[config.mk]
export PLATFORM = sky130hd
export DESIGN_NAME = usd_top
export DESIGN_NICKNAME = d
export VERILOG_FILES = /design/src/hdl/usd_pkg.sv /design/src/hdl/usd_fifo.sv /design/src/hdl/usd_serdes.sv /design/src/hdl/usd_top.sv
export SDC_FILE = /design/constraint.sdc
export NUM_CORES = 1
export LEC_CHECK = 0
export BUFFER_PORTS_ARGS = -buffer_cell sky130_fd_sc_hd__clkbuf_2
export CELL_PAD_IN_SITES_DETAIL_PLACEMENT = 1
export CELL_PAD_IN_SITES_GLOBAL_PLACEMENT = 1
export CORE_ASPECT_RATIO = 1.4
export CORE_MARGIN = 1
export CORE_UTILIZATION = 54
export DETAILED_ROUTE_END_ITERATION = 12
export HOLD_SLACK_MARGIN = 0.05
export PLACE_DENSITY_LB_ADDON = 0.1
export SLEW_MARGIN = 20
export SYNTH_ARGS = -nofsm -noshare
export SYNTH_HDL_FRONTEND = slang
export SYNTH_SLANG_ARGS = --single-unit
export TNS_END_PERCENT = 30
[constraint.sdc]
create_clock -name clk -period 11.57 [get_ports clk]
set_input_delay 1.7355 -clock clk [delete_from_list [all_inputs] [get_ports clk]]
set_output_delay 1.7355 -clock clk [all_outputs]
set_load 0.005 [all_outputs]
[src/hdl/usd_pkg.sv]
/*
 shared constants and carriers for the serial data shadow port.
 assumes a 125 MHz system clock and a 32-bit classic wishbone bus.
*/
package usd_pkg;
   localparam int USD_CLK_HZ = 125000000;
   localparam int USD_BAUD = 115200;
   localparam logic [10:0] USD_BIT_LAST = 11'(USD_CLK_HZ / USD_BAUD - 1);
   localparam logic [10:0] USD_BIT_HALF = 11'(USD_CLK_HZ / USD_BAUD / 2);
   localparam logic [10:0] USD_IR_CYC = 11'((USD_CLK_HZ / USD_BAUD) * 3 / 16);
   localparam logic [3:0] USD_LAST_SLOT = 4'h9;
   localparam int USD_DEPTH = 16;
   localparam logic [4:0] USD_DEPTH_CNT = 5'h10;
   localparam logic [4:0] USD_ONE_CNT = 5'h01;
   localparam logic [31:0] USD_WIN_FIRST = 32'h50001030;
   localparam logic [31:0] USD_WIN_LAST = 32'h5000106c;
   localparam logic [31:0] USD_CTRL_ADDR = 32'h50001090;
   localparam logic [31:0] USD_LINE_ADDR = 32'h50001094;
   localparam logic [31:0] USD_ISTAT_ADDR = 32'h50001098;
   localparam logic [31:0] USD_IMASK_ADDR = 32'h5000109c;
   localparam int USD_CTRL_FIFO_EN = 0;
   localparam int USD_CTRL_IR = 1;
   localparam int USD_LINE_DR = 0;
   localparam int USD_LINE_TX_HOLDING_EMPTY_FLAG = 5;
   localparam int USD_EV_OVR = 0;
   localparam int USD_EV_RX = 1;
   localparam int USD_EV_TXE = 2;
   localparam logic [7:0] USD_DATA_RST = 8'h00;
   localparam logic [2:0] USD_IMASK_RST = 3'h0;

   typedef struct packed {
      logic cyc;
      logic stb;
      logic we;
      logic [31:0] adr;
      logic [3:0] sel;
      logic [31:0] dat;
   } usd_wb_req_t;

   typedef struct packed {
      logic ack;
      logic [31:0] dat;
   } usd_wb_rsp_t;
endpackage

[src/hdl/usd_fifo.sv]
/*
 byte fifo of sixteen entries with a run-time entry limit and
 an optional overwrite of the newest entry when full.
 assumes push and pop come from logic on the same clock.
*/
`timescale 1ns/1ns
module usd_fifo
   import usd_pkg::*;
(
   input wire logic clk, // clock
   input wire logic srst, // sync reset
   input wire logic flush, // forget all entries
   input wire logic [4:0] limit, // entries allowed
   input wire logic push, // write request
   input wire logic ovw, // replace newest entry when full
   input wire logic [7:0] din, // write data
   input wire logic pop, // remove head
   output logic [7:0] dout, // head entry
   output logic empty, // no entries
   output logic full, // limit reached
   output logic [4:0] count // entries held
);
   logic [7:0] mem [USD_DEPTH];
   logic [3:0] wr_ptr;
   logic [3:0] rd_ptr;
   wire do_pop = pop && !empty;
   wire do_push = push && (!full || do_pop);
   wire do_ovw = push && full && !do_pop && ovw;
   wire [3:0] last_ptr = wr_ptr - 4'h1;

   assign empty = count == 5'h00;
   assign full = count >= limit;
   assign dout = mem[rd_ptr];

   always_ff @(posedge clk) begin
      if (srst || flush) begin
         wr_ptr <= 4'h0;
         rd_ptr <= 4'h0;
         count <= 5'h00;
      end else begin
         if (do_push) wr_ptr <= wr_ptr + 4'h1;
         if (do_pop) rd_ptr <= rd_ptr + 4'h1;
         if (do_push && !do_pop) count <= count + 5'h01;
         else if (do_pop && !do_push) count <= count - 5'h01;
      end
   end

   always_ff @(posedge clk) begin
      if (srst) begin
         for (int i = 0; i < USD_DEPTH; i++) mem[i] <= USD_DATA_RST;
      end else if (do_push) begin
         mem[wr_ptr] <= din;
      end else if (do_ovw) begin
         mem[last_ptr] <= din;
      end
   end
endmodule // usd_fifo

[src/hdl/usd_serdes.sv]
/*
 8n1 serial shifter for plain uart and 3/16 infrared pulse coding.
 assumes its line inputs are already synchronised to clk.
*/
`timescale 1ns/1ns
module usd_serdes
   import usd_pkg::*;
(
   input wire logic clk, // clock
   input wire logic srst, // sync reset
   input wire logic ir_mode, // infrared coding selected
   input wire logic tx_valid, // byte offered
   input wire logic [7:0] tx_byte, // byte to send
   output logic tx_ready, // shifter idle
   output logic sout, // uart serial output
   output logic sir_out_n, // infrared output, low pulse
   input wire logic sin_s, // synced uart input
   input wire logic sir_s, // synced infrared input
   output logic rx_valid, // one-cycle byte strobe
   output logic [7:0] rx_byte // received byte
);
   logic tx_busy;
   logic [10:0] tx_cnt;
   logic [3:0] tx_slot;
   logic [9:0] tx_sh;
   logic rx_busy;
   logic [10:0] rx_cnt;
   logic [3:0] rx_slot;
   logic [7:0] rx_sh;
   logic rx_zero;
   wire tx_tick = tx_cnt == USD_BIT_LAST;
   wire tx_bit = !tx_busy || tx_sh[0];
   wire rx_tick = rx_cnt == USD_BIT_LAST;
   wire rx_start = ir_mode ? sir_s : !sin_s;
   // an infrared zero is any pulse seen during the bit time
   wire rx_bit = ir_mode ? !(rx_zero || sir_s) : sin_s;
   wire rx_data_slot = rx_slot != 4'h0 && rx_slot != USD_LAST_SLOT;

   assign tx_ready = !tx_busy;

   always_ff @(posedge clk) begin
      if (srst) begin
         tx_busy <= 1'b0;
         tx_cnt <= 11'h000;
         tx_slot <= 4'h0;
         tx_sh <= 10'h3ff;
      end else if (!tx_busy) begin
         if (tx_valid) begin
            tx_busy <= 1'b1;
            tx_sh <= {1'b1, tx_byte, 1'b0};
            tx_cnt <= 11'h000;
            tx_slot <= 4'h0;
         end
      end else if (tx_tick) begin
         tx_cnt <= 11'h000;
         tx_sh <= {1'b1, tx_sh[9:1]};
         if (tx_slot == USD_LAST_SLOT) tx_busy <= 1'b0;
         else tx_slot <= tx_slot + 4'h1;
      end else begin
         tx_cnt <= tx_cnt + 11'h001;
      end
   end

   always_ff @(posedge clk) begin
      if (srst) begin
         sout <= 1'b1;
         sir_out_n <= 1'b1;
      end else begin
         sout <= ir_mode || tx_bit;
         sir_out_n <= !(ir_mode && !tx_bit && tx_cnt < USD_IR_CYC);
      end
   end

   always_ff @(posedge clk) begin
      if (srst) begin
         rx_busy <= 1'b0;
         rx_cnt <= 11'h000;
         rx_slot <= 4'h0;
         rx_sh <= USD_DATA_RST;
         rx_zero <= 1'b0;
         rx_valid <= 1'b0;
         rx_byte <= USD_DATA_RST;
      end else begin
         rx_valid <= 1'b0;
         if (!rx_busy) begin
            if (rx_start) begin
               rx_busy <= 1'b1;
               rx_slot <= 4'h0;
               rx_cnt <= ir_mode ? 11'h001 : USD_BIT_HALF;
               rx_zero <= 1'b1;
            end
         end else if (rx_tick) begin
            rx_cnt <= 11'h000;
            rx_zero <= 1'b0;
            rx_slot <= rx_slot + 4'h1;
            if (rx_data_slot) rx_sh <= {rx_bit, rx_sh[7:1]};
            if (rx_slot == USD_LAST_SLOT) begin
               rx_busy <= 1'b0;
               rx_valid <= 1'b1;
               rx_byte <= rx_sh;
            end
         end else begin
            rx_cnt <= rx_cnt + 11'h001;
            if (sir_s) rx_zero <= 1'b1;
         end
      end
   end
endmodule // usd_serdes

[src/hdl/usd_top.sv]
/*
 serial data shadow port: sixteen aliased bus words onto the receive
 buffer and transmit holding path, with control, line status and
 interrupt registers, over a classic wishbone slave.
 assumes sin and sir_in are asynchronous pins; the bus is on clk.
*/
`timescale 1ns/1ns
module usd_top
   import usd_pkg::*;
(
   input wire logic clk, // 125 MHz clock
   input wire logic srst, // sync reset, high
   input wire usd_wb_req_t wb_req, // wishbone request
   output usd_wb_rsp_t wb_rsp, // wishbone ack and read data
   input wire logic sin, // uart serial input pin
   input wire logic sir_in, // infrared serial input pin
   output logic sout, // uart serial output pin
   output logic sir_out_n, // infrared serial output, low active
   output logic irq // level interrupt
);
   function automatic logic usd_hit(input logic [31:0] adr, input logic [31:0] reg_adr);
      usd_hit = adr[31:2] == reg_adr[31:2];
   endfunction

   function automatic logic usd_in_window(input logic [31:0] adr);
      usd_in_window = adr[31:2] >= USD_WIN_FIRST[31:2] && adr[31:2] <= USD_WIN_LAST[31:2];
   endfunction

   // pin synchronisers
   logic sin_m;
   logic sin_s;
   logic sir_m;
   logic sir_s;

   // software state
   logic fifo_en;
   logic ir_mode;
   logic [2:0] istat;
   logic [2:0] imask;
   logic tx_empty_q;

   // datapath
   logic [7:0] rx_dout;
   logic rx_empty;
   logic rx_full;
   logic [4:0] rx_count;
   logic [7:0] tx_dout;
   logic tx_empty;
   logic tx_full;
   logic [4:0] tx_count;
   logic tx_ready;
   logic rx_valid;
   logic [7:0] rx_byte;
   logic [31:0] next_rdata;
   logic [2:0] next_istat;
   logic [2:0] next_imask;

   always_ff @(posedge clk) begin
      if (srst) begin
         sin_m <= 1'b1;
         sin_s <= 1'b1;
         sir_m <= 1'b0;
         sir_s <= 1'b0;
      end else begin
         sin_m <= sin;
         sin_s <= sin_m;
         sir_m <= sir_in;
         sir_s <= sir_m;
      end
   end

   // bus decode; a write or a pop commits on the edge that ends the ack cycle
   wire req = wb_req.cyc && wb_req.stb;
   wire acc = req && wb_rsp.ack;
   wire lane0 = wb_req.sel[0];
   wire [7:0] wdat = wb_req.dat[7:0];
   wire win_hit = usd_in_window(wb_req.adr);
   wire ctrl_hit = usd_hit(wb_req.adr, USD_CTRL_ADDR);
   wire line_hit = usd_hit(wb_req.adr, USD_LINE_ADDR);
   wire istat_hit = usd_hit(wb_req.adr, USD_ISTAT_ADDR);
   wire imask_hit = usd_hit(wb_req.adr, USD_IMASK_ADDR);
   wire win_rd = acc && win_hit && !wb_req.we;
   wire win_wr = acc && win_hit && wb_req.we && lane0;
   wire ctrl_wr = acc && ctrl_hit && wb_req.we && lane0;
   wire istat_wr = acc && istat_hit && wb_req.we && lane0;
   wire imask_wr = acc && imask_hit && wb_req.we && lane0;

   // a change of the fifo enable bit restarts both queues so a shrunken limit is never exceeded
   wire flush = ctrl_wr && wdat[USD_CTRL_FIFO_EN] != fifo_en;
   wire [4:0] q_limit = fifo_en ? USD_DEPTH_CNT : USD_ONE_CNT;
   wire q_ovw = !fifo_en;
   wire rx_pop = win_rd;
   wire tx_pop = tx_ready && !tx_empty;
   wire data_ready = !rx_empty;
   wire tx_holding_empty = tx_empty;
   wire [7:0] line_status = {2'b00, tx_holding_empty, 4'h0, data_ready};

   // events
   wire ev_ovr = rx_valid && rx_full && !rx_pop;
   wire ev_txe = tx_empty && !tx_empty_q;
   wire [2:0] events = {ev_txe, rx_valid, ev_ovr};
   wire [2:0] w1c = istat_wr ? wdat[2:0] : 3'h0;

   // set wins over a clear in the same cycle
   assign next_istat = (istat & ~w1c) | events;
   assign next_imask = imask_wr ? wdat[2:0] : imask;

   always_comb begin
      next_rdata = 32'h00000000;
      if (win_hit) begin
         next_rdata = {24'h000000, rx_dout};
      end else if (ctrl_hit) begin
         next_rdata = {30'h00000000, ir_mode, fifo_en};
      end else if (line_hit) begin
         next_rdata = {24'h000000, line_status};
      end else if (istat_hit) begin
         next_rdata = {29'h00000000, istat};
      end else if (imask_hit) begin
         next_rdata = {29'h00000000, imask};
      end
   end

   // unmapped addresses are acked and read as zero
   always_ff @(posedge clk) begin
      if (srst) begin
         wb_rsp <= '0;
      end else begin
         wb_rsp.ack <= req && !wb_rsp.ack;
         wb_rsp.dat <= (req && !wb_rsp.ack) ? next_rdata : 32'h00000000;
      end
   end

   always_ff @(posedge clk) begin
      if (srst) begin
         fifo_en <= 1'b0;
         ir_mode <= 1'b0;
      end else if (ctrl_wr) begin
         fifo_en <= wdat[USD_CTRL_FIFO_EN];
         ir_mode <= wdat[USD_CTRL_IR];
      end
   end

   always_ff @(posedge clk) begin
      if (srst) begin
         istat <= 3'h0;
         imask <= USD_IMASK_RST;
         tx_empty_q <= 1'b1;
         irq <= 1'b0;
      end else begin
         istat <= next_istat;
         imask <= next_imask;
         tx_empty_q <= tx_empty;
         irq <= |(next_istat & next_imask);
      end
   end

   usd_fifo u_rx_fifo (
      .clk(clk),
      .srst(srst),
      .flush(flush),
      .limit(q_limit),
      .push(rx_valid),
      .ovw(q_ovw),
      .din(rx_byte),
      .pop(rx_pop),
      .dout(rx_dout),
      .empty(rx_empty),
      .full(rx_full),
      .count(rx_count)
   );

   usd_fifo u_tx_fifo (
      .clk(clk),
      .srst(srst),
      .flush(flush),
      .limit(q_limit),
      .push(win_wr),
      .ovw(q_ovw),
      .din(wdat),
      .pop(tx_pop),
      .dout(tx_dout),
      .empty(tx_empty),
      .full(tx_full),
      .count(tx_count)
   );

   usd_serdes u_serdes (
      .clk(clk),
      .srst(srst),
      .ir_mode(ir_mode),
      .tx_valid(!tx_empty),
      .tx_byte(tx_dout),
      .tx_ready(tx_ready),
      .sout(sout),
      .sir_out_n(sir_out_n),
      .sin_s(sin_s),
      .sir_s(sir_s),
      .rx_valid(rx_valid),
      .rx_byte(rx_byte)
   );
endmodule // usd_top

# Yosys cells after proc, flatten, opt, wreduce, memory -nomap -nowiden
# Memory sizes are Yosys's and may differ from the RTL's. A register that Yosys moved wholly into a read port is not among the register bits.
# Index checks and enable logic that the tools add are counted.
# op_classes
addsub	14
order_cmp	5
eq_ne	15
muxes	76
bitwise_logic	7
n_reduce_logical	82
# op_table
cell	count
$eq 30x29->1 const B	4
$mux 11	6
$mux 4	15
$mux 10	4
$mux 8	5
$logic_and 1x1->1	38
$mux 1	35
$reduce_or 8->1	4
$ge 30x29->1 const B	1
$le 30x29->1 const B	1
$mux 5	5
$add 4x1->4 const B	6
$add 11x1->11 const B	2
$eq 11x11->1 const B	2
$logic_not 1->1	18
$mux 3	4
$mux 6	2
$lt 11x8->1 const B	1
$add 5x1->5 const B	2
$ge 5x5->1	2
$logic_not 5->1	2
$sub 5x1->5 const B	2
$reduce_and 3->1	3
$eq 4x4->1 const B	2
other kinds (17)	33
# word_totals
reg_bits	135
ramBits	256
inputBits	75
output_inout_bits	36
elab_cells	233
memories	2
# mem_list
name	words	word_bits	read_ports	rd_ports_with_merged_regs	wr	line_no	text
u_rx_fifo.mem	16	8	1	1	16	usd_fifo.sv:23	logic [7:0] mem [USD_DEPTH];
u_tx_fifo.mem	16	8	1	1	16	usd_fifo.sv:23	

# Longest topological paths before layout
# Gate-level depths: netlist (run 1).
# depth
depth_word	14
mapped_depth	17
mapped_depth_nobuf	16

# Hierarchy
# From an unflattened synthesis (run 1), not the netlist that was laid out.
# hier_totals
hier_cells	1504
hier_area_um2	18860.6
# by_module_without_submodules
module	instances	cells_each	area_each_um2	seq_area_each_um2
usd_fifo at u_tx_fifo	1	516	7495.9	4184.0
usd_fifo at u_rx_fifo	1	500	7106.8	4184.0
usd_serdes	1	341	2951.6	1221.2
usd_top	1	147	1306.3	460.4

# Least setup slack after synthesis (run 1)
# No wires, ideal clock.
# synth_path
path_type	input port to flip-flop
startpoint	input port wb_req[49] in the netlist's numbering
endpoint	register u_rx_fifo.count[4]
setup_ps	117
arrival_time_ps	4710
setup_slack_ps	6743
cell_stages	16
cell_sequence	or4_4 > a2111oi_4 > and4_1 > buf_4 > buf_4 > o21ai_0 > inv_1 > ha_1 > inv_1 > fa_1 > a21o_1 > a21oi_1 > xnor2_1 > nor2_1 > xnor2_1 > nor2_1
# synth_between
elab_chain_cells	10
# synth_lines
item	line_no	text
start: declaration	usd_top.sv:13	input wire usd_wb_req_t wb_req,
$ge 30x29->1 or $le 30x29->1 (tied branches)	usd_top.sv:26	usd_in_window = adr[31:2] >= USD_WIN_FIRST[31:2] && adr[31:2] <= USD_WIN_LAST[31:2];
$logic_and 1x1->1 (*)	usd_top.sv:26	
$logic_and 1x1->1 (*) (2 in series)	usd_top.sv:82	wire win_rd = acc && win_hit && !wb_req.we;
$logic_and 1x1->1 (*)	usd_fifo.sv:26	wire do_pop = pop && !empty;
$logic_or 1x1->1 (*)	usd_fifo.sv:27	wire do_push = push && (!full || do_pop);
$logic_and 1x1->1 (*)	usd_fifo.sv:27	
net u_rx_fifo.do_push	usd_fifo.sv:27	
$logic_not 1->1	usd_fifo.sv:44	else if (do_pop && !do_push) count <= count - 5'h01;
$logic_and 1x1->1	usd_fifo.sv:44	
$reduce_bool 2->1 (no source line)	-	
end signal: assignment	usd_fifo.sv:43	if (do_push && !do_pop) count <= count + 5'h01;
end signal: assignment	usd_fifo.sv:44	
end: declaration	usd_fifo.sv:21	output logic [4:0] count
# Mark *: on every way through the listed nets, which the timed path passes. The rest lies on a longest branch.
# A chain may end at the register's enable or synchronous reset.

==> results of run 1 <==
[Yosys cell counts (18+ instances only)]
cell	count	area [sq um]
buf_4	29	218
dfxtp_1	118	2360
clkbuf_1	53	199
a21o_1	18	135
and2_1	72	450
edfxtp_1	256	7690
and3_1	73	457
buf_2	24	120
a21oi_1	51	255
nor3_2	37	370
nand2_1	38	143
mux4_2	81	1820
nor3_1	56	280
ha_1	27	338
inv_1	28	105
nor3b_1	68	510
nand2b_1	22	138
o21ai_0	18	90.1
nor2_1	98	368
[power by group]
part	internal (uW)	switching (uW)	leakage, uW
clock	732	518	0.000600
combinational	189	261	0.00284
sequential	1500	48.2	0.00350
[state kept, by name, summed over array words and instances (netlist names), 3 cells and up, named ones only]
signal,count
u_rx_fifo.mem,128
u_tx_fifo.mem,128
u_serdes.rx_cnt,11
u_serdes.tx_cnt,11
u_serdes.tx_sh,9
wb_rsp,9
u_serdes.rx_byte,8
u_serdes.rx_sh,8
u_rx_fifo.count,5
u_tx_fifo.count,5
u_rx_fifo.rd_ptr,4
u_rx_fifo.wr_ptr,4
u_serdes.rx_slot,4
u_serdes.tx_slot,4
u_tx_fifo.rd_ptr,4
u_tx_fifo.wr_ptr,4
imask,3
istat,3
[worst max path at each step]
stage                    start             endpoint  slack (ps)  cells after the start
floorplan           wb_req[49]   u_rx_fifo.count[4]        6740                     16
finish              wb_req[49]  u_rx_fifo.mem[3][1]        6390                      9
CTS                 wb_req[49]  u_tx_fifo.mem[4][4]        6450                      7
detailed placement  wb_req[49]  u_rx_fifo.mem[3][1]        5910                      9
global placement    wb_req[49]  u_tx_fifo.mem[5][7]        6020                      7
global route        wb_req[49]   u_rx_fifo.count[4]        6170                     15
[logic make-up after synthesis]
logic type	after synthesis	share of synthesized area
buf+inv	171	0.0488
flops	374	0.545
other cells	1	0.000203
simple gates	562	0.187
mux	104	0.113
fa+ha+maj	29	0.0205
compound gates	180	0.0740
xor+xnor	24	0.0114
[through the flow]
step           cell area (sq um)  worst slack, ps  hold WS [ps]
2_1_floorplan              18500             6740           389
3_3_place_gp               18700             6020           393
3_5_place_dp               18700             5910           406
4_1_cts                    20000             6450           418
5_1_grt                    20000             6170           429
6_report                   20000             6390           414
[layout by cell type (no fill, tap or decap), types with 11 or more instances in the layout]
cell	n
edfxtp_1	256
dfxtp_1	116
nor2_1	98
mux4_2	81
and3_1	73
and2_1	72
nor3b_1	68
nor3_1	56
clkbuf_2	56
a21oi_1	51
clkbuf_16	40
nand2_1	38
nor3_2	37
inv_1	28
ha_1	27
conb_1	24
nand2b_1	22
o21ai_0	18
a21o_1	18
mux2i_1	17
or2_2	15
buf_4	15
nand3_1	13
xor2_1	13
clkinv_1	13
nand4_1	12
clkbuf_1	12
xnor2_1	11
a31oi_1	11
[layout make-up]
cell class | count | area (sq um)
Fill cell | 3358 | 13500
Clock buffer | 53 | 1060
Timing Repair Buffer | 71 | 393
Multi-Input combinational cell | 923 | 7570
Sequential cell | 374 | 10100
Clock inverter | 16 | 184
Antenna cell | 1 | 2.50
Inverter | 37 | 139
Tap cell | 445 | 557
[per-layer routing]
layer  wire length [um]  GRT usage  vias up
met4               2100      0.129        0
li1                   -          -     5380
met2              24900      0.513      219
met3               1470     0.0368       98
met5                  0          0        -
met1              16200      0.287     5925
==> out/results.ini, run 1 <==
[logic_synthesis]
synth-seq-area-share = 0.545
synth_flop_cell = edfxtp_1
syn_area_sq_um = 18400
async_reset_ff_frac = 0
yosys_warnings = 0
synth_edf_count = 256
synth-seq-cells = 374
synth_area_per_cell_sq_um = 12.8
syn_inst = 1445
ys_types = 90

[critical_path]
reg2reg_from = fifo_en
critPathRequiredTime_ps = 11720
critPathMaxFanout = 36
crit_type = in -> reg
r2r_cells = 16
crit_family = compound AO/OA/AOI/OAI gates
crit_chain = clkbuf_2 > or4_4 > a2111oi_4 > and4_1 > inv_2 > o2111ai_2 > a211oi_4 > buf_4 > o21bai_1
critical_path.slowest_cell = o21bai_1
cp.buffers_inverters = 3
end_kind = register
max_stage_delay_ps = 920
rrSetupSlack_ps = 7490
rr_endpoint = u_tx_fifo.count[4]
critPathLaunchType = input port
cp.arrival_ps = 5330

[layout]
final_util = 0.597
final_cells = 1920
nets = 1549
area_growth_syn_to_layout_pct = 8.28
drive_gt1_frac = 0.204

[cts]
cts-buffers-inserted = 38
clock_sinks = 374
cts_tree = built
cts_post_setup_buffers_inserted = 0
clkLatencyLatePin_ps = 540
holdBufCountCts = 0
post_cts_resized = 0
root_buffer = clkbuf_16
cts_htree_levels = 2
cts_buffer_depth = 3
clkSlewWorstSetupHoldPaths_ps = 70

[timing]
hold_viol_final = 0
max-slew-margin-rel = 0.250
finalSetupTns_ps = 0
slew_viol_final = 0
min_period_ps = 5180
worstMarginPinSlew_ps = 1120
fin_crit_sh = 0.448
finClkSkew_ps = 20.9
fmax_mhz = 193
setup_viol_count_final = 0
rsz0062_at_grt = false

[floorplan]
die_w_um = 158
core_area_sq_um = 33400
die_h_um = 221
pin_count = 111
start_util = 0.552
die_area_sq_um = 34900
rows = 79

[global_route]
antenna_found_initial = 1
track_usage = 0.269
grt_max_degree = 87
grt_pass1_vias = 12429
grt-ovfl-total = 0
grt_pass1_wl_um = 70400

[outcome]
status = complete, no violations

[drt]
drc = 0
first_iter_violations = 607
detail-route-antenna-nets = 0
vias_per_cell = 6.05
wl_per_cell_um = 23.3
totalWireLength_um = 44700
drtPass1Iterations = 4
routed-via-count = 11622

[worst_hold_path]
whs_endpoint = sin_s
hold_start = sin_m
whs_path_depth = 1
hold_class = reg -> reg

[pwr]
total_power_uw = 3250
p_per_area_nw_per_um2 = 163
peakVddDrop_v = 0.000134
leakage_uw = 0.00693

[placement]
dp_hpwl_um = 30200
gp_congestion = 0.832
port_buffers = 57
post-place-cells = 1850

[job]
maxCapViolations = 0

Power figures use the tool's default switching activity.
==> inputs of run 2 (changes only) <==
--- a/config.mk
+++ b/config.mk
@@ -10,7 +10,7 @@
 export CELL_PAD_IN_SITES_GLOBAL_PLACEMENT = 1
 export CORE_ASPECT_RATIO = 1.4
 export CORE_MARGIN = 1
-export CORE_UTILIZATION = 54
+export CORE_UTILIZATION = 46
 export DETAILED_ROUTE_END_ITERATION = 12
 export HOLD_SLACK_MARGIN = 0.05
 export PLACE_DENSITY_LB_ADDON = 0.1
==> constraint.sdc (replaced) <==
create_clock -name clk -period 4.3 [get_ports clk]
set_input_delay 0.645 -clock clk [delete_from_list [all_inputs] [get_ports clk]]
set_output_delay 0.645 -clock clk [all_outputs]
set_load 0.005 [all_outputs]
==> run 2 against run 1 <==
Combinational power rose to 2.7 times the previous value. Sequential power rose to 2.7 times the previous value. First-iteration DRC count down 17%. Final cell count up 6.0%.
==> out/results.ini, run 2 (synthesized netlist as in run 1, its figures left out) <==
[drt]
routed-via-count = 11577  ; was 11622
drc = 0  ; unchanged
drtPass1Iterations = 5  ; was 4
totalWireLength_um = 45900  ; was 44700 um
vias_per_cell = 5.69  ; was 6.05
detail-route-antenna-nets = 0  ; unchanged
wl_per_cell_um = 22.6  ; was 23.3 um
first_iter_violations = 503  ; was 607

[critical_path]
critPathMaxFanout = 9  ; was 36
end_kind = register  ; unchanged
crit_family = compound AO/OA/AOI/OAI gates  ; unchanged
cp.arrival_ps = 4080  ; was 5330 ps
crit_chain = inv_1 > ha_1 > o31a_1 > nor2_1 > o21ai_0 > inv_1 > ha_1 > inv_1 > fa_1 > a21o_1 > a21oi_1 > xnor2_1 > nor2_1 > xnor2_1 > nor2_1  ; was clkbuf_2 > or4_4 > a2111oi_4 > and4_1 > inv_2 > o2111ai_2 > a211oi_4 > buf_4 > o21bai_1
critical_path.slowest_cell = nor2_1  ; was o21bai_1
max_stage_delay_ps = 480  ; was 920 ps
critPathLaunchType = register  ; was input port
crit_type = reg -> reg  ; was in -> reg
rrSetupSlack_ps = 650  ; was 7490 ps
reg2reg_from = u_rx_fifo.count[0]  ; was fifo_en
rr_endpoint = u_rx_fifo.count[4]  ; was u_tx_fifo.count[4]
r2r_cells = 15  ; was 16
critPathRequiredTime_ps = 4730  ; was 11720 ps
cp.buffers_inverters = 3  ; unchanged

[floorplan]
pin_count = 111  ; unchanged
die_w_um = 171  ; was 158 um
start_util = 0.468  ; was 0.552
rows = 86  ; was 79
die_area_sq_um = 40900  ; was 34900 sq um
core_area_sq_um = 39400  ; was 33400 sq um
die_h_um = 239  ; was 221 um

[cts]
clkSlewWorstSetupHoldPaths_ps = 60  ; was 70 ps
clkLatencyLatePin_ps = 550  ; was 540 ps
cts_tree = built  ; unchanged
cts_post_setup_buffers_inserted = 0  ; unchanged
holdBufCountCts = 0  ; unchanged
cts_buffer_depth = 3  ; unchanged
cts_htree_levels = 2  ; unchanged
root_buffer = clkbuf_16  ; unchanged
clock_sinks = 374  ; unchanged
post_cts_resized = 0  ; unchanged
cts-buffers-inserted = 39  ; was 38

[layout]
final_common_cell = edfxtp_1  ; unchanged
diodes = 0  ; was 1
drive_gt1_frac = 0.219  ; was 0.204
area_growth_syn_to_layout_pct = 9.86  ; was 8.28%
nets = 1582  ; was 1549
final_cells = 2036  ; was 1920
final_util = 0.514  ; was 0.597
top_regs = u_rx_fifo.mem x128, u_tx_fifo.mem x128  ; unchanged
most-common-layout-cells = edfxtp_1 (256), dfxtp_1 (116), nor2_1 (97), mux4_2 (81), and3_1 (73)  ; was edfxtp_1 (256), dfxtp_1 (116), nor2_1 (98), mux4_2 (81), and3_1 (73)

[timing]
fin_crit_sh = 0.849
fmax_mhz = 274
rsz0062_at_grt = false  ; unchanged
finalSetupTns_ps = 0  ; unchanged
max-slew-margin-rel = 0.376  ; was 0.250
finClkSkew_ps = 13.0  ; was 20.9 ps
hold_viol_final = 0  ; unchanged
min_period_ps = 3650
worstMarginPinSlew_ps = 934  ; was 1120 ps
setup_viol_count_final = 0  ; unchanged
slew_viol_final = 0  ; unchanged

[pwr]
p_per_area_nw_per_um2 = 423  ; was 163 nW/um^2
swShare = 0.261  ; was 0.255
leakage_uw = 0.00707  ; was 0.00693 uW
power_switching_uw = 2230  ; was 827 uW
peakVddDrop_v = 0.000344  ; was 0.000134 V
p_seq_frac = 0.486  ; was 0.477
power.internal_uw = 6340  ; was 2420 uW
power_frac_comb = 0.144  ; was 0.139
power_frac_clock = 0.370  ; was 0.385

[outcome]
status = complete, no violations  ; unchanged

[worst_hold_path]
hold_start = sin  ; was sin_m
whs_endpoint = sin_m  ; was sin_s
hold_class = in -> reg  ; was reg -> reg
whs_path_depth = 2  ; was 1

[placement]
gp_congestion = 0.806  ; was 0.832
port_buffers = 57  ; unchanged
post-place-cells = 1965  ; was 1850
dp_hpwl_um = 32800  ; was 30200 um

[global_route]
grt_max_degree = 78  ; was 87
grt_pass1_vias = 12284  ; was 12429
antenna_found_initial = 1  ; unchanged
track_usage = 0.232  ; was 0.269
grt-ovfl-total = 0  ; unchanged
grt_pass1_wl_um = 71000  ; was 70400 um

[job]
maxCapViolations = 0  ; unchanged

## run 2: cell types whose count changed in the layout (fill, tap and decap cells not counted), sizes merged
cell	change
buf	+32
bufinv	-4
clkbuf	+4
clkinv	+3
diode	-1
inv	-1
## run 2: power by group through the flow
| stage | sequential (uW) | clock (uW) | combinational [uW] |
|---|---|---|---|
| after CTS | 4170 | 3250 | 1270 |
| final | 4160 | 3170 | 1230 |
| after global routing | 4190 | 3380 | 1350 |
| after global placement | 4240 | 0 | 1240 |
| after floorplan | 4180 | 0 | 935 |
| after detailed placement | 4250 | 0 | 1260 |
## run 2: how the worst max path moves through the flow
| stage | from | endpoint | slack, ps | depth (start not counted) |
|---|---|---|---|---|
| floorplan | wb_req[49] | u_rx_fifo.count[4] | 560 | 16 |
| global placement | wb_req[50] | u_rx_fifo.count[4] | 290 | 15 |
| detailed placement | wb_req[50] | u_rx_fifo.mem[3][6] | 190 | 8 |
| CTS | u_rx_fifo.count[0] | u_rx_fifo.count[4] | 650 | 15 |
| global route | u_rx_fifo.count[0] | u_rx_fifo.count[4] | 300 | 15 |
| finish | u_rx_fifo.count[0] | u_rx_fifo.count[4] | 650 | 15 |
## run 2: layer usage
layer / up-vias / global-route usage / part of all wire
met1: 5869 / 0.241 / 0.36
met2: 171 / 0.463 / 0.58
met5: - / 0 / 0.00020
li1: 5458 / - / -
met4: 2 / 0.0874 / 0.035
met3: 77 / 0.0290 / 0.028
## run 2: worst reg2reg max path, stage by stage (launching register included)
cell     delay (ps)
dfxtp_1         460
inv_1            70
ha_1            280
o31a_1          320
nor2_1          480
o21ai_0         330
inv_1           120
ha_1            200
inv_1           110
fa_1            420
a21o_1          180
a21oi_1         170
xnor2_1         130
nor2_1           70
xnor2_1         140
nor2_1           50
## run 2: area by class of cell
class / instances / area, sq um
multi-input cells: 923 / 7570
well taps: 528 / 661
clock inverters: 14 / 82.6
clock buffers: 57 / 1100
repair buffers: 103 / 646
inverters: 37 / 139
fillers: 4069 / 19100
flip-flops and latches: 374 / 10100
## run 2: metrics by stage
stage               hold slack, ps  total power [uW]  setup slack (ps)  cell area (sq um)
floorplan                      389              5120               563              18500
global placement               408              5470               288              19100
detailed placement             407              5510               191              19100
CTS                            265              8690               654              20200
global route                   276              8920               302              20200
finish                         287              8570               650              20200
==> inputs of run 3 (changes only) <==
--- a/config.mk
+++ b/config.mk
@@ -5,12 +5,13 @@
 export SDC_FILE = /design/constraint.sdc
 export NUM_CORES = 1
 export LEC_CHECK = 0
+export ABC_AREA = 1
 export BUFFER_PORTS_ARGS = -buffer_cell sky130_fd_sc_hd__clkbuf_2
 export CELL_PAD_IN_SITES_DETAIL_PLACEMENT = 1
 export CELL_PAD_IN_SITES_GLOBAL_PLACEMENT = 1
 export CORE_ASPECT_RATIO = 1.4
 export CORE_MARGIN = 1
-export CORE_UTILIZATION = 46
+export CORE_UTILIZATION = 43
 export DETAILED_ROUTE_END_ITERATION = 12
 export HOLD_SLACK_MARGIN = 0.05
 export PLACE_DENSITY_LB_ADDON = 0.1
==> constraint.sdc (replaced) <==
create_clock -name clk -period 3 [get_ports clk]
set_input_delay 0.45 -clock clk [delete_from_list [all_inputs] [get_ports clk]]
set_output_delay 0.45 -clock clk [all_outputs]
set_load 0.005 [all_outputs]
==> run 3 against run 2 <==
Critical path depth rose by 4. Synthesized area decreased by 2.5%. Final area increased by 4.8%. Final cell count up 28%. Clock power is 54% higher. Register-to-register slack worse by 420 ps. Clock skew grew 6.6 ps. Sequential cell count unchanged. Worst hold slack got worse by 180 ps. Critical endpoint unchanged. Largest power group unchanged.
==> out/results.ini, run 3 <==
[drt]
vias_per_cell = 5.34  ; was 5.69
routed-via-count = 13938  ; was 11577
detail-route-antenna-nets = 0  ; unchanged
totalWireLength_um = 49900  ; was 45900 um
wl_per_cell_um = 19.1  ; was 22.6 um
drc = 0  ; unchanged
drtPass1Iterations = 6  ; was 5
first_iter_violations = 628  ; was 503

[global_route]
grt_pass1_wl_um = 79100  ; was 71000 um
track_usage = 0.237  ; was 0.232
antenna_found_initial = 0  ; was 1
grt_max_degree = 65  ; was 78
grt_use_met3 = 0.0252  ; was 0.0290
grt-ovfl-total = 0  ; unchanged
grt_util_met2 = 0.470  ; was 0.463
grt_busiest_layer = met2  ; unchanged
use_met1 = 0.253  ; was 0.241
grt_pass1_vias = 14688  ; was 12284

[placement]
postPlaceCellArea_sq_um = 19900  ; was 19100 sq um
dp_hpwl_um = 35700  ; was 32800 um
gp_congestion = 0.824  ; was 0.806
port_buffers = 57  ; unchanged

[logic_synthesis]
synth_area_per_cell_sq_um = 9.55  ; was 12.8 sq um
syn_area_sq_um = 18000  ; was 18400 sq um
yosysTopAreaCell = edfxtp_1  ; unchanged
yosysMostFrequentCell = nor2_1  ; was edfxtp_1
synth_edf_count = 256  ; unchanged
synthTopCellsByCount = nor2_1 (348), edfxtp_1 (256), o21ai_0 (168)  ; was edfxtp_1 (256), dfxtp_1 (118), nor2_1 (98)
synth-seq-area-share = 0.559  ; was 0.545
synth_top_area_share = 0.428  ; was 0.417
synth_flop_cell = edfxtp_1  ; unchanged
ys_types = 57  ; was 90
yosys_warnings = 0  ; unchanged
syn_inst = 1883  ; was 1445
synth_area_leaders = edfxtp_1 (43%), dfxtp_1 (13%), nor2_1 (7.3%)  ; was edfxtp_1 (42%), dfxtp_1 (13%), mux4_2 (9.9%)
synth-seq-cells = 374  ; unchanged
async_reset_ff_frac = 0  ; unchanged

[floorplan]
start_util = 0.437  ; was 0.468
die_h_um = 244  ; was 239 um
die_area_sq_um = 42600  ; was 40900 sq um
pin_count = 111  ; unchanged
rows = 88  ; was 86
core_area_sq_um = 41200  ; was 39400 sq um
die_w_um = 175  ; was 171 um

[worst_hold_path]
hold_start = sin  ; unchanged
hold_class = in -> reg  ; unchanged
whs_endpoint = sin_m  ; unchanged
whs_path_depth = 2  ; unchanged

[layout]
most-common-layout-cells = nor2_1 (346), edfxtp_1 (256), o21ai_0 (166), inv_1 (158), nand2_1 (152)  ; was edfxtp_1 (256), dfxtp_1 (116), nor2_1 (97), mux4_2 (81), and3_1 (73)
area_growth_syn_to_layout_pct = 18.1  ; was 9.86%
diodes = 0  ; unchanged
num-fill-cells = 4635  ; was 4069
design_area_sq_um = 21200  ; was 20200 sq um
drive_gt1_frac = 0.185  ; was 0.219
final_util = 0.515  ; was 0.514
nets = 2146  ; was 1582
top_regs = u_rx_fifo.mem x128, u_tx_fifo.mem x128  ; unchanged
final_common_cell = nor2_1  ; was edfxtp_1

[timing]
fin_crit_sh = 0.922  ; was 0.849
max-slew-margin-rel = 0.356  ; was 0.376
slew_viol_final = 0  ; unchanged
finalSetupTns_ps = 0  ; unchanged
finClkSkew_ps = 19.6  ; was 13.0 ps
worstMarginPinSlew_ps = 962  ; was 934 ps
hold_viol_final = 0  ; unchanged
setup_viol_count_final = 0  ; unchanged
min_period_ps = 2770  ; was 3650 ps
rsz0062_at_grt = true  ; was false
timing.hold.ws_ps = 110  ; was 287 ps
fmax_mhz = 362  ; was 274 MHz

[cts]
clkLatencyLatePin_ps = 530  ; was 550 ps
cts_htree_levels = 2  ; unchanged
holdBufCountCts = 0  ; unchanged
root_buffer = clkbuf_16  ; unchanged
clock_sinks = 374  ; unchanged
cts_tree = built  ; unchanged
clkSlewWorstSetupHoldPaths_ps = 60  ; about the same
cts_buffer_depth = 3  ; unchanged
cts-buffers-inserted = 38  ; was 39

[critical_path]
max_stage_delay_ps = 360  ; was 480 ps
critPathRequiredTime_ps = 3430  ; was 4730 ps
critPathLaunchType = register  ; unchanged
cp.arrival_ps = 3190  ; was 4080 ps
cp.buffers_inverters = 4  ; was 3
crit_family = adder cells  ; was compound AO/OA/AOI/OAI gates
reg2reg_from = fifo_en  ; was u_rx_fifo.count[0]
rr_endpoint = u_rx_fifo.count[4]  ; unchanged
end_kind = register  ; unchanged
r2r_cells = 19  ; was 15
crit_type = reg -> reg  ; unchanged
crit_chain = inv_2 > ha_1 > nor2_1 > nand3_1 > a21oi_2 > inv_1 > nand2_1 > nand2_1 > inv_1 > ha_1 > inv_1 > fa_2 > nand2_1 > nand2_1 > a21oi_2 > nor2_1 > nor2_1 > xnor2_1 > nor2_1  ; was inv_1 > ha_1 > o31a_1 > nor2_1 > o21ai_0 > inv_1 > ha_1 > inv_1 > fa_1 > a21o_1 > a21oi_1 > xnor2_1 > nor2_1 > xnor2_1 > nor2_1
worstSetupStartpoint = fifo_en  ; was u_rx_fifo.count[0]
rrSetupSlack_ps = 230  ; was 650 ps
critPathMaxFanout = 4  ; was 9
critical_path.slowest_cell = fa_2  ; was nor2_1

[job]
maxCapViolations = 0  ; unchanged

[pwr]
total_power_uw = 13200  ; was 8570 uW
peakVddDrop_v = 0.000524  ; was 0.000344 V
leakage_uw = 0.00785  ; was 0.00707 uW
p_per_area_nw_per_um2 = 622  ; was 423 nW/um^2

[outcome]
status = complete, no violations  ; unchanged

==> run 3: cell count changes after synthesis, sizes merged, moves of 75 or more <==
cell / previous run / this run
inv: 29 / 168
nand2: 39 / 179
mux4: 81 / 0
o21ai: 19 / 174
nand3: 17 / 92
nor2: 98 / 363
==> run 3: worst max-delay path by stage <==
stage,to,cells past startpoint
2_1_floorplan,u_tx_fifo.mem[12][0],15
3_3_place_gp,u_tx_fifo.count[4],20
5_1_grt,u_rx_fifo.count[4],20
4_1_cts,u_rx_fifo.mem[5][6],15
6_report,u_rx_fifo.count[4],19
3_5_place_dp,u_tx_fifo.count[4],20
==> run 3: worst reg2reg max path: stages, from the launching register on <==
cell,delay [ps]
dfxtp_1,350
inv_2,80
ha_1,290
nor2_1,100
nand3_1,90
a21oi_2,170
inv_1,70
nand2_1,80
nand2_1,70
inv_1,80
ha_1,180
inv_1,110
fa_2,360
nand2_1,70
nand2_1,60
a21oi_2,140
nor2_1,50
nor2_1,120
xnor2_1,130
nor2_1,70
==> run 3: report_power, final <==
part	switching (uW)	internal (uW)	total, uW
clock	1980	2890	4870
combinational	1420	900	2320
sequential	251	5770	6020
==> run 3: cells by family (layout without fill, tap and decap cells) <==
family,count (synthesis),after routing,share of synthesized area
AOI/OAI and AO/OA,392,392,0.128
xor gates and xnor gates,15,15,0.00731
adders and majority gates,29,29,0.0210
buffers and inverters,292,457,0.0685
DFF,374,374,0.559
muxes,32,32,0.0178
other,1,24,0.000209
and+or+nand+nor,748,748,0.198
==> run 3: what timing repair did <==
action	CTS	global route
gates resized for setup	0	15
setup endpoints to repair	0	257
setup buffers	0	2
==> run 3: stage by stage <==
step,instances,worst slack (ps)
global route,2611,-90.1
detailed placement,2540,-203
finish,2611,234
global placement,2540,-102
floorplan,1906,-5.69
CTS,2609,25.2
==> run 3: area by class of cell <==
type | instances | area (sq um) | share of cell area
Multi-Input combinational cell | 1240 | 6830 | 0.322
Sequential cell | 374 | 10100 | 0.474
Timing Repair Buffer | 208 | 1730 | 0.0816
Clock inverter | 11 | 158 | 0.00743
Tap cell | 540 | 676 | 0.0318
Clock buffer | 58 | 1110 | 0.0522
Inverter | 180 | 676 | 0.0318
==> run 3: layer usage <==
layer / wire (um) / part of all wire
met1: 19300 / 0.39
met2: 27800 / 0.56
met3: 1290 / 0.026
met4: 1520 / 0.030
met5: 0 / 0
